<file path="src/srd_pkg.sv">
// Shared types and constants for the subroutine-return decoder
package srd_pkg;
  localparam int INSN_W = 14;
  localparam int PC_W = 13;
  localparam int DATA_W = 8;
  // Opcode patterns
  localparam logic [3:0] LIT_RET_HI = 4'hD;          // Bits 13:10 = 11 01
  localparam logic [13:0] PLAIN_RET_OP = 14'h0008;   // 00 0000 0000 1000
  localparam logic [13:0] NOP_OP = 14'h0000;
  localparam int LIT_LSB = 0;
  localparam int LIT_MSB = 7;
  localparam int HI_LSB = 10;
  // Reset values
  localparam logic [7:0] ACC_RST = 8'h00;
  localparam logic [12:0] PC_RST = 13'h0000;
  localparam logic [1:0] PH_RST = 2'h0;
  // Phase indices within one instruction cycle (phase one is index 0)
  localparam logic [1:0] PH_ONE = 2'h0;
  localparam logic [1:0] PH_TWO = 2'h1;
  localparam logic [1:0] PH_FOUR = 2'h3;
  localparam int PHASES = 4;
  localparam int RET_CYCLES = 2;

  typedef enum logic [1:0] {
    SRD_IDLE = 2'b00,
    SRD_EXEC = 2'b01,
    SRD_DEAD = 2'b11
  } srd_state_t;

  typedef enum logic [1:0] {
    SRD_OP_OTHER = 2'b00,
    SRD_OP_LIT = 2'b01,
    SRD_OP_PLAIN = 2'b10
  } srd_op_t;

  // Return-stack handshake
  typedef struct packed {
    logic pop;
  } srd_stack_req_t;

  typedef struct packed {
    logic [12:0] top;
  } srd_stack_rsp_t;

  // Fetch-pipeline controls
  typedef struct packed {
    logic flush;
    logic hold;
    logic pc_load;
    logic [12:0] pc_value;
  } srd_fetch_ctl_t;
endpackage

</file>
<file path="src/srd_opcode_match.sv">
// Opcode classifier for the two return instructions
`timescale 1ns/1ps
module srd_opcode_match (
  input wire logic [srd_pkg::INSN_W-1:0] insn,
  output srd_pkg::srd_op_t op
);
  import srd_pkg::*;

  // Bits 9:8 of the literal form are don't-care
  always_comb begin
    if (insn[INSN_W-1:HI_LSB] == LIT_RET_HI) begin
      op = SRD_OP_LIT;
    end else if (insn == PLAIN_RET_OP) begin
      op = SRD_OP_PLAIN;
    end else begin
      op = SRD_OP_OTHER;
    end
  end
endmodule

</file>
<file path="src/srd_decode.sv">
// Decode and execution of the two subroutine-return instructions
//
// Contract
// - Literal return matches 11 01xx; low eight bits go to the accumulator.
// - Literal read in phase two, accumulator write and pop in phase four; second cycle idle.
// - Opcode 0x0008 is a plain return: pop stack into PC, flags untouched.
// - Plain return idles phases one to three, pops in phase four, second cycle idle.
`timescale 1ns/1ps
module srd_decode (
  input wire logic ref_clk,
  input wire logic rst,
  input wire logic insn_valid,
  input wire logic [srd_pkg::INSN_W-1:0] insn,
  input srd_pkg::srd_stack_rsp_t stack_rsp,
  output srd_pkg::srd_stack_req_t stack_req,
  output srd_pkg::srd_fetch_ctl_t fetch_ctl,
  output logic acc_we,
  output logic [srd_pkg::DATA_W-1:0] acc_wdata,
  output logic [1:0] phase,
  output logic busy
);
  import srd_pkg::*;

  typedef struct packed {
    srd_state_t st;
    logic [1:0] ph;
    srd_op_t op;
    logic [7:0] lit;
    logic [7:0] acc;
    logic acc_we;
    logic pop;
    logic pc_load;
    logic [12:0] pc_value;
  } srd_regs_t;

  srd_regs_t r_q;
  srd_regs_t r_d;
  srd_op_t dec_op;

  srd_opcode_match u_match (
    .insn(insn),
    .op(dec_op)
  );

  // Next-state: phases run continuously; a return is taken at phase one
  always_comb begin
    r_d = r_q;
    r_d.ph = r_q.ph + 2'h1;
    // Pulses default low so each one lasts exactly one clock
    r_d.acc_we = 1'b0;
    r_d.pop = 1'b0;
    r_d.pc_load = 1'b0;
    unique case (r_q.st)
      SRD_IDLE: begin
        if (r_q.ph == PH_ONE && insn_valid && dec_op != SRD_OP_OTHER) begin
          r_d.st = SRD_EXEC;
          r_d.op = dec_op;
        end
      end
      SRD_EXEC: begin
        // Literal latched in phase two so later fetches cannot disturb it
        if (r_q.ph == PH_TWO && r_q.op == SRD_OP_LIT) begin
          r_d.lit = insn[LIT_MSB:LIT_LSB];
        end
        // Phase four: pop stack for both; write accumulator for literal form
        if (r_q.ph == PH_FOUR) begin
          r_d.pop = 1'b1;
          r_d.pc_load = 1'b1;
          r_d.pc_value = stack_rsp.top;
          if (r_q.op == SRD_OP_LIT) begin
            r_d.acc = r_q.lit;
            r_d.acc_we = 1'b1;
          end
          r_d.st = SRD_DEAD;
        end
      end
      SRD_DEAD: begin
        // Whole second cycle does nothing
        if (r_q.ph == PH_FOUR) begin
          r_d.st = SRD_IDLE;
        end
      end
      default: begin
        r_d.st = SRD_IDLE;
      end
    endcase
    // Reset comes last so it overrides any step decoded in the same clock
    if (rst) begin
      r_d = '{
        st: SRD_IDLE,
        ph: PH_RST,
        op: SRD_OP_OTHER,
        lit: ACC_RST,
        acc: ACC_RST,
        acc_we: 1'b0,
        pop: 1'b0,
        pc_load: 1'b0,
        pc_value: PC_RST
      };
    end
  end

  // Single state register
  always_ff @(posedge ref_clk) begin
    r_q <= r_d;
  end

  // Pop pulses combinationally at phase four; the stack must present the top entry before
  assign stack_req.pop = r_q.st == SRD_EXEC && r_q.ph == PH_FOUR;
  // Fetch is held and the prefetched word is dropped until the idle cycle ends
  assign fetch_ctl.flush = r_q.st != SRD_IDLE;
  assign fetch_ctl.hold = r_q.st != SRD_IDLE;
  assign fetch_ctl.pc_load = r_q.pc_load;
  assign fetch_ctl.pc_value = r_q.pc_value;
  assign acc_we = r_q.acc_we;
  assign acc_wdata = r_q.acc;
  assign phase = r_q.ph;
  assign busy = r_q.st != SRD_IDLE;
endmodule

</file>
<file path="config.mk">
export PLATFORM = sky130hd
export DESIGN_NAME = srd_decode
export DESIGN_NICKNAME = d
export VERILOG_FILES = /design/src/srd_pkg.sv /design/src/srd_opcode_match.sv /design/src/srd_decode.sv
export SDC_FILE = /design/constraint.sdc
export NUM_CORES = 1
export LEC_CHECK = 0
export BUFFER_PORTS_ARGS = -buffer_cell sky130_fd_sc_hd__buf_2
export CORE_ASPECT_RATIO = 1.2
export CORE_UTILIZATION = 40
export DETAILED_ROUTE_END_ITERATION = 16
export PLACE_DENSITY = 0.66
export SLEW_MARGIN = 20
export SYNTH_ARGS = -nofsm -noshare
export SYNTH_HDL_FRONTEND = slang
export SYNTH_SLANG_ARGS = --single-unit
</file>
<file path="constraint.sdc">
create_clock -name ref_clk -period 1.4 [get_ports ref_clk]
set_input_delay 0.14 -clock ref_clk [delete_from_list [all_inputs] [get_ports ref_clk]]
set_output_delay 0.14 -clock ref_clk [all_outputs]
set_load 0.01 [all_outputs]
</file>
Yosys cells after proc, flatten, opt, wreduce, memory -nomap -nowiden --
Cells that the tools add are included.
Operators by class: add/subtract/negate cells 1, equality and inequality tests 10, muxes and demuxes 8, bitwise gates (word level) 2, reductions and logical operators 15
Operator list (count):
- 14-bit by 4-bit equality test with 1-bit output (second input constant) | 1
- 14-bit 2-to-1 mux | 1
- 2-bit 2-to-1 mux | 5
- 2-bit by 1-bit equality test with 1-bit output (second input constant) | 3
- 2-bit inequality test (second input constant) | 3
- 2-bit case mux with 3 select lines | 1
- 2-bit AND reduction | 3
- 3-bit AND reduction | 2
- 2-bit equality test (second input constant) | 2
- 4-bit equality test (second input constant) | 1
- 1-bit logical AND | 4
- 2-bit logical NOT | 2
- 2-bit nonzero test | 2
- 3-bit OR reduction | 1
- 2-bit by 1-bit adder with 2-bit output (second input constant) | 1
- 1-bit NOT | 2
- 2-bit OR reduction | 1
- 1-bit 2-to-1 mux | 1
Storage, ports and cells: register bits 37, input port bits 30, output and inout bits 29, word-level logic and storage cells 44

Longest topological paths before layout --
Gate-level depths: netlist (run 1).
depth in word-level cells 7, gate-level depth with buffers 6, mapped depth without buffers 5

Hierarchy --
From an unflattened synthesis (run 1), not the netlist that was laid out.
Second synthesis, totals: cells, all modules 188, area, all modules 1722.9 µm²
Modules (own cells, without submodules):
- srd_decode | instances 1, cells each 182, area an instance 1679.1 µm²
- srd_opcode_match | instances 1, cells each 6, area an instance 43.8 µm²

Worst setup path after synthesis (run 1) --
No wires, ideal clock.
path kind register to register, start register r_q (netlist bit phase[0]), end register r_q (netlist bit acc_wdata[3]), library setup time 132 ps, arrival 1102 ps, required time 1268 ps, setup slack 166 ps, cell stages (with the launch flop) 6, buffers on the path 1, period minus slack after synthesis 1234 ps, path through dfxtp_1 -> ha_1 -> nand3b_4 -> buf_4 -> o21ai_0 -> a21oi_1
Between the ends: word-level cells in the longest chain between the ends 2
Ends and longest elaborated chain:
- start, declared | RTL line srd_decode.sv:36 | srd_regs_t r_q;
- start signal, assigned | RTL line srd_decode.sv:105 | r_q <= r_d;
- 2-bit equality test | RTL line srd_decode.sv:66 | if (r_q.ph == PH_FOUR) begin
- 3-bit AND reduction (no source line)
Every way passes these cells. A chain may end at the register's enable or synchronous reset.

Worst setup path in the final report (run 1) --
start register r_q (netlist bit phase[1]), end output stack_req
Between the ends: word-level cells in the longest chain between the ends 2
Ends and longest elaborated chain:
- 2-bit equality test | RTL line srd_decode.sv:109 | assign stack_req.pop = r_q.st == SRD_EXEC && r_q.ph == PH_FOUR;
- 1-bit logical AND | RTL line srd_decode.sv:109
- end, declared | RTL line srd_decode.sv:15 | output srd_pkg::srd_stack_req_t stack_req,
Every way passes these cells.

==> flow_summary.ini, run 1 <==
[global_route]
grt_antenna_before_repair = 0
grt_pass1_vias = 1187
grt_start_max_net_pins = 24
grt_pass1_wl_um = 5280
grt_overflow = 0
track_usage = 0.159

[clock_network]
numCtsBuffers = 5
cts_tree = built
clk_pin_slew_ns = 0.07
clock-sinks = 37
clock_latency_ns = 0.29
postCtsHoldBufs = 0
ctsLongestPathBuffers = 2
clock_tree.root_cell = clkbuf_8
htree_levels = 2

[finish]
syn_to_final_growth_pct = 16.5
fill_cells = 422
nets = 269
drive_gt1_frac = 0.354
antenna_cells = 0

[detailed_routing]
vias = 1416
routedWlPerCell_um = 11.5
detail-route-antenna-nets = 0
drt_iter0_drc = 50
wl_met2_um = 1630
met3WireLength_um = 198
maxUsedRoutingLayer = met4
wl_um = 3340
drt-met1-wl_um = 1470
route.detailed.drc = 0
vias_per_cell = 4.87
drtPass1Iterations = 4

[synth]
synth_flop_cell = dfxtp_1
synth_area_mm2 = 0.00168
ys_warn_count = 0
syn_avg_cell_area_um2 = 8.44
synth_edf_count = 0
async_flop_share = 0
ys_seq_area_frac = 0.441
syn_inst = 199
ys_ff_latch = 37
synth_cell_type_count = 31
syn-num-nets = 232

[setup_path]
regToRegSetupSlack_ns = 0.13
cp.required_ns = 1.26
worstSetupStartpoint = phase[1]
criticalPathCategory = reg2out
crit_fanout = 3
crit_path_end = stack_req
r2r_cells = 5
crit_chain = ha_2, nand3b_4, inv_8, buf_2
end_kind = output pin
max_stage_delay_ns = 0.34
cp.arrival_ns = 1.17
timing.rr.start = phase[1]
r2r-end = acc_wdata[6]
cp-start-kind = flip-flop
slowest_stage = dfxtp_2

[power]
power_density_mw_per_mm2 = 971
ir_drop_uv = 443
power.leakage_nw = 0.872

[timing]
setup_viol = 0
rsz0062_at_grt = no
finalHoldViolations = 0
fin_skew_ns = 0.00949
max_clock_freq_mhz = 762
final.setup.tns_ns = 0
final_max_slew_viol_count = 0
relSlewSlack = 0.783
min_period_over_period = 0.937
worst_slack_ns = 0.0881
worst_pin_slew_ns = 0.326
fin_crit_ns = 1.31

[die]
die_w_um = 61.1
initial_core_util = 0.423
dieHeight_um = 73.0
rows = 25
coreArea_mm2 = 0.00397
die_area_mm2 = 0.00446
pin_count = 59

[placement]
io_buffer_count = 58
pre_cts_slack_ns = 0.0960
hpwl_um = 2340
gp_congestion = 0.764

[run_status]
status = finished, final reports clean

[worst_hold_path]
hold_class = in2reg

[job]
timing.max_cap.violations = 0
[sequential cells by signal, indices dropped and copies added, names as in the netlist]
signal and count:
fetch_ctl 14, r_q 12, acc_wdata 8, phase 2
acc_we 1
[cells by family after synthesis]
kind of cell	after synthesis	synth area share
buf+inv	43	0.168
flops	37	0.441
simple gates	66	0.207
xor+xnor	1	0.00522
compound gates	49	0.156
fa+ha+maj	3	0.0224
[how the worst min path moves through the flow]
stage / start / endpoint / slack (ns) / cells past startpoint
3_5_place_dp: stack_rsp[5] / fetch_ctl[5] / 0.39 / 3
2_1_floorplan: stack_rsp[0] / fetch_ctl[0] / 0.28 / 2
6_report: stack_rsp[0] / fetch_ctl[0] / 0.09 / 3
3_3_place_gp: stack_rsp[5] / fetch_ctl[5] / 0.38 / 3
4_1_cts: stack_rsp[3] / fetch_ctl[3] / 0.08 / 3
5_1_grt: stack_rsp[10] / fetch_ctl[10] / 0.09 / 3
[area by class of cell]
class	count	area [um2]	share of cell area
Clock buffer	6	72.6	0.0371
Sequential cell	37	744	0.380
Timing Repair inverter	1	6.26	0.00320
Inverter	6	30.0	0.0153
Tap cell	54	67.6	0.0345
Multi-Input combinational cell	119	659	0.337
Timing Repair Buffer	66	367	0.187
Clock inverter	2	10.0	0.00512
[metrics by stage]
stage               power (mW)  hold WS, ns  instances  cell area (um2)  utilization
floorplan                 1.16        0.276        199             1680            -
global placement          1.22        0.383        280             1840        0.462
detailed placement        1.22        0.385        280             1840        0.462
CTS                       1.93       0.0799        289             1940        0.487
global route              1.98       0.0893        291             1960        0.493
finish                    1.90       0.0859        291             1960        0.493
[per-layer routing]
| metal | vias up | track usage |
|---|---|---|
| met3 | 5 | 0.0408 |
| met5 | - | 0 |
| li1 | 731 | - |
| met1 | 639 | 0.203 |
| met4 | 0 | 0.0758 |
| met2 | 41 | 0.248 |
[report_power, final]
| part | total, mW | internal (mW) | switching, mW |
|---|---|---|---|
| combinational | 0.136 | 0.0650 | 0.0711 |
| sequential | 1.06 | 1.06 | 0.00503 |
| clock | 0.700 | 0.345 | 0.356 |
[critical path, delay by kind of cell (launching register included)]
kind / cells / cell delay (ns)
buffers and inverters: 2 / 0.20
adders and majority gates: 1 / 0.20
DFF: 1 / 0.34
and+or+nand+nor: 1 / 0.14
[Yosys cell counts (2+ instances only)]
| cell type | n | area share |
|---|---|---|
| nand3_1 | 17 | 0.051 |
| buf_4 | 29 | 0.13 |
| nor4_1 | 2 | 0.0075 |
| nor2_1 | 3 | 0.0067 |
| a21oi_1 | 29 | 0.086 |
| o21ai_0 | 16 | 0.048 |
| nand2_1 | 30 | 0.067 |
| dfxtp_1 | 37 | 0.44 |
| ha_1 | 3 | 0.022 |
| inv_1 | 5 | 0.011 |
| clkbuf_1 | 4 | 0.0089 |
| buf_2 | 3 | 0.0089 |
| and4bb_2 | 2 | 0.015 |
| nor2b_1 | 2 | 0.0075 |
[timing repair]
item                                    in CTS  in global routing
endpoints found under the setup margin       1                 11
resized for setup                            5                  3
buffers inserted                             0                  2
cloned                                       1                  0
[cells in the final DEF (no fill, tap or decap)]
| cell type | n |
|---|---|
| a21oi_1 | 29 |
| a2bb2oi_1 | 1 |
| a311oi_1 | 1 |
| and3_1 | 1 |
| and4bb_2 | 2 |
| buf_12 | 1 |
| buf_2 | 58 |
| buf_4 | 6 |
| buf_6 | 1 |
| clkbuf_1 | 1 |
| clkbuf_8 | 5 |
| clkinv_2 | 2 |
| dfxtp_1 | 34 |
| dfxtp_2 | 3 |
| ha_1 | 2 |
| ha_2 | 1 |
| inv_1 | 5 |
| inv_4 | 1 |
| inv_8 | 1 |
| nand2_1 | 30 |
| nand2b_1 | 1 |
| nand3_1 | 17 |
| nand3b_4 | 1 |
| nand4_1 | 1 |
| nand4b_1 | 1 |
| nand4bb_1 | 1 |
| nor2_1 | 3 |
| nor2b_1 | 2 |
| nor3_1 | 1 |
| nor3_2 | 1 |
| nor4_1 | 2 |
| nor4b_1 | 1 |
| o21ai_0 | 16 |
| o221a_2 | 1 |
| o32ai_1 | 1 |
| or2_1 | 1 |
| xor2_1 | 1 |
Power figures use the tool's default switching activity.
==> run 2, diff against run 1 <==
CORE_UTILIZATION = 49   (was 40)
PLACE_DENSITY = 0.78   (was 0.66)
SYNTH_HIERARCHICAL = 1   (was not set)
==> run 2 against run 1 <==
Setup slack got worse by 0.0092 ns. First-iteration DRC count up 36%. Final cell count fell by 10%. Clock skew shrank 0.0078 ns. Critical endpoint unchanged. Largest cell class unchanged. Largest power group unchanged. Highest routed layer unchanged.
==> flow_summary.ini, run 2 <==
[synth]
synth_top_area_cell = dfxtp_1
syn-num-nets = 222
synth_top_area_share = 0.430
yosys-mux-area-fraction = 0.105
synth-xor-area-share = 0
ys_top_cells_by_area = dfxtp_1, buf_4, mux2i_1
ys_ff_latch = 37
syn_avg_cell_area_um2 = 9.16
synthTopCellsByCount = dfxtp_1, nand2_1, nand2b_1, buf_4, mux2i_1
synthAdderAreaFrac = 0.0290
synth_cell_type_count = 23
ys_seq_area_frac = 0.430
synth_area_mm2 = 0.00172
synth_edf_count = 0
synth-simple-area-share = 0.241
synth_flop_cell = dfxtp_1
syn_inst = 188
synth_most_common_cell = dfxtp_1
ys_warn_count = 6
async_flop_share = 0
synth_top_family_by_area = simple AND/OR/NAND/NOR gates
synth_compound_area_frac = 0.0450

[timing]
final.setup.tns_ns = 0
relSlewSlack = 0.710
setup_viol = 0
fin_crit_ns = 1.32
worst_pin_slew_ns = 0.435
min_period_over_period = 0.944
final_max_slew_viol_count = 0
max_clock_freq_mhz = 757
finalHoldViolations = 0
fin_skew_ns = 0.00171

[detailed_routing]
vias_per_cell = 4.88
wl_met2_um = 1310
maxUsedRoutingLayer = met4
drtPass1Iterations = 4
route.detailed.drc = 0
wl_um = 2810
drt-met1-wl_um = 1270
drt_iter0_drc = 68
detail-route-antenna-nets = 0
vias = 1278
routedWlPerCell_um = 10.7
met3WireLength_um = 178

[setup_path]
cp.arrival_ns = 1.18
cp.required_ns = 1.26
crit_chain = ha_4, nand3b_4, inv_4, buf_12, buf_6
end_kind = output pin
worstSetupStartpoint = phase[0]
timing.rr.start = phase[0]
crit_fanout = 14
crit_path_end = stack_req
regToRegSetupSlack_ns = 0.09
max_stage_delay_ns = 0.37
r2r_cells = 6
critical_path.top_delay_family = flip-flops
criticalPathCategory = reg2out
cp_num_buf_inv = 3
r2r-end = r_q[32]
slowest_stage = dfxtp_4
cp-start-kind = flip-flop
cp.depth = 5

[clock_network]
clk_pin_slew_ns = 0.06
numCtsBuffers = 5
cts_tree = built
clock_latency_ns = 0.28
htree_levels = 2
clock_tree.root_cell = clkbuf_8
clock-sinks = 37
ctsLongestPathBuffers = 2

[global_route]
grt_overflow = 0
grt_antenna_before_repair = 0
grt_pass1_wl_um = 4780
grt_start_max_net_pins = 35
track_usage = 0.169
grt_pass1_vias = 1128

[finish]
layout_commonest_cell = buf_2
finish.utilization = 0.601
final_cell_mix = buf_2, dfxtp_1, nand2_1
syn_to_final_growth_pct = 16.5
antenna_cells = 0
nets = 259
largest_reg_flops = 14
drive_gt1_frac = 0.356

[placement]
io_buffer_count = 58
gp_congestion = 0.741
hpwl_um = 2110

[job]
timing.max_cap.violations = 0

[power]
p_int_mw = 1.52
ir_drop_uv = 803
sw_frac_of_total = 0.207
power.leakage_nw = 0.918
power_density_mw_per_mm2 = 953
p_seq_frac = 0.559
combPwrFrac = 0.065
power_switching_uw = 395
clkPwrFrac = 0.377

[die]
pin_count = 59
rows = 23
die_w_um = 56.1
dieHeight_um = 67.0
coreArea_mm2 = 0.00334
initial_core_util = 0.516
die_area_mm2 = 0.00376

[run_status]
status = finished, final reports clean

[worst_hold_path]
hold_start = stack_rsp[8]
hold_class = in2reg
[run 2: per-stage QoR]
step | instances | hold slack [ns] | setup slack (ns) | total power [mW] | cell area (um2)
floorplan | 188 | 0.276 | 0.129 | 1.15 | 1720
global placement | 253 | 0.380 | 0.0355 | 1.21 | 1880
detailed placement | 253 | 0.387 | 0.0379 | 1.21 | 1880
CTS | 260 | 0.0843 | 0.00339 | 1.94 | 1980
global route | 262 | 0.0945 | -0.00637 | 2.01 | 2010
finish | 262 | 0.0957 | 0.0789 | 1.91 | 2010
[run 2: worst min path at each step]
stage / depth (start not counted) / to / slack, ns
after CTS: 3 / fetch_ctl[8] / 0.08
after global placement: 3 / fetch_ctl[8] / 0.38
final: 3 / fetch_ctl[8] / 0.1
after detailed placement: 3 / fetch_ctl[8] / 0.39
after floorplan: 2 / fetch_ctl[0] / 0.28
after global routing: 3 / fetch_ctl[0] / 0.09
[run 2: power groups by stage]
stage	Combinational (mW)	Sequential, mW	Clock, mW
2_1_floorplan	0.0637	1.09	0
3_3_place_gp	0.117	1.09	0
3_5_place_dp	0.117	1.09	0
4_1_cts	0.120	1.07	0.751
5_1_grt	0.138	1.07	0.806
6_report	0.123	1.07	0.721
[run 2: kinds of logic (layout without fill, tap and decap cells)]
family,Yosys count,after routing
simple gates,76,76
buf+inv,38,75
flops,37,37
mux,18,18
compound gates,15,15
fa+ha+maj,4,4
[run 2: final cells by class]
type / count / area (um2)
Inverter: 3 / 13.8
Fill cell: 313 / 1330
Sequential cell: 37 / 748
Tap cell: 37 / 46.3
Multi-Input combinational cell: 113 / 738
Timing Repair Buffer: 65 / 374
Clock buffer: 7 / 86.3
[run 2: timing repair]
item | in CTS | in global routing
setup buffers | 0 | 2
cloned | 0 | 0
gates resized for setup | 5 | 3
hold buffers | 0 | 0
setup endpoints to repair | 1 | 1
[run 2: routing by layer]
metal | global-route usage | vias to the layer above
met5 | 0 | -
met3 | 0.0641 | 6
met4 | 0.0915 | 0
met1 | 0.181 | 565
li1 | - | 657
met2 | 0.290 | 50
[run 2: tightest hold or removal path: stages]
cell and delay, ns:
buf_2 0.10, nand2_1 0.04, a21oi_1 0.05
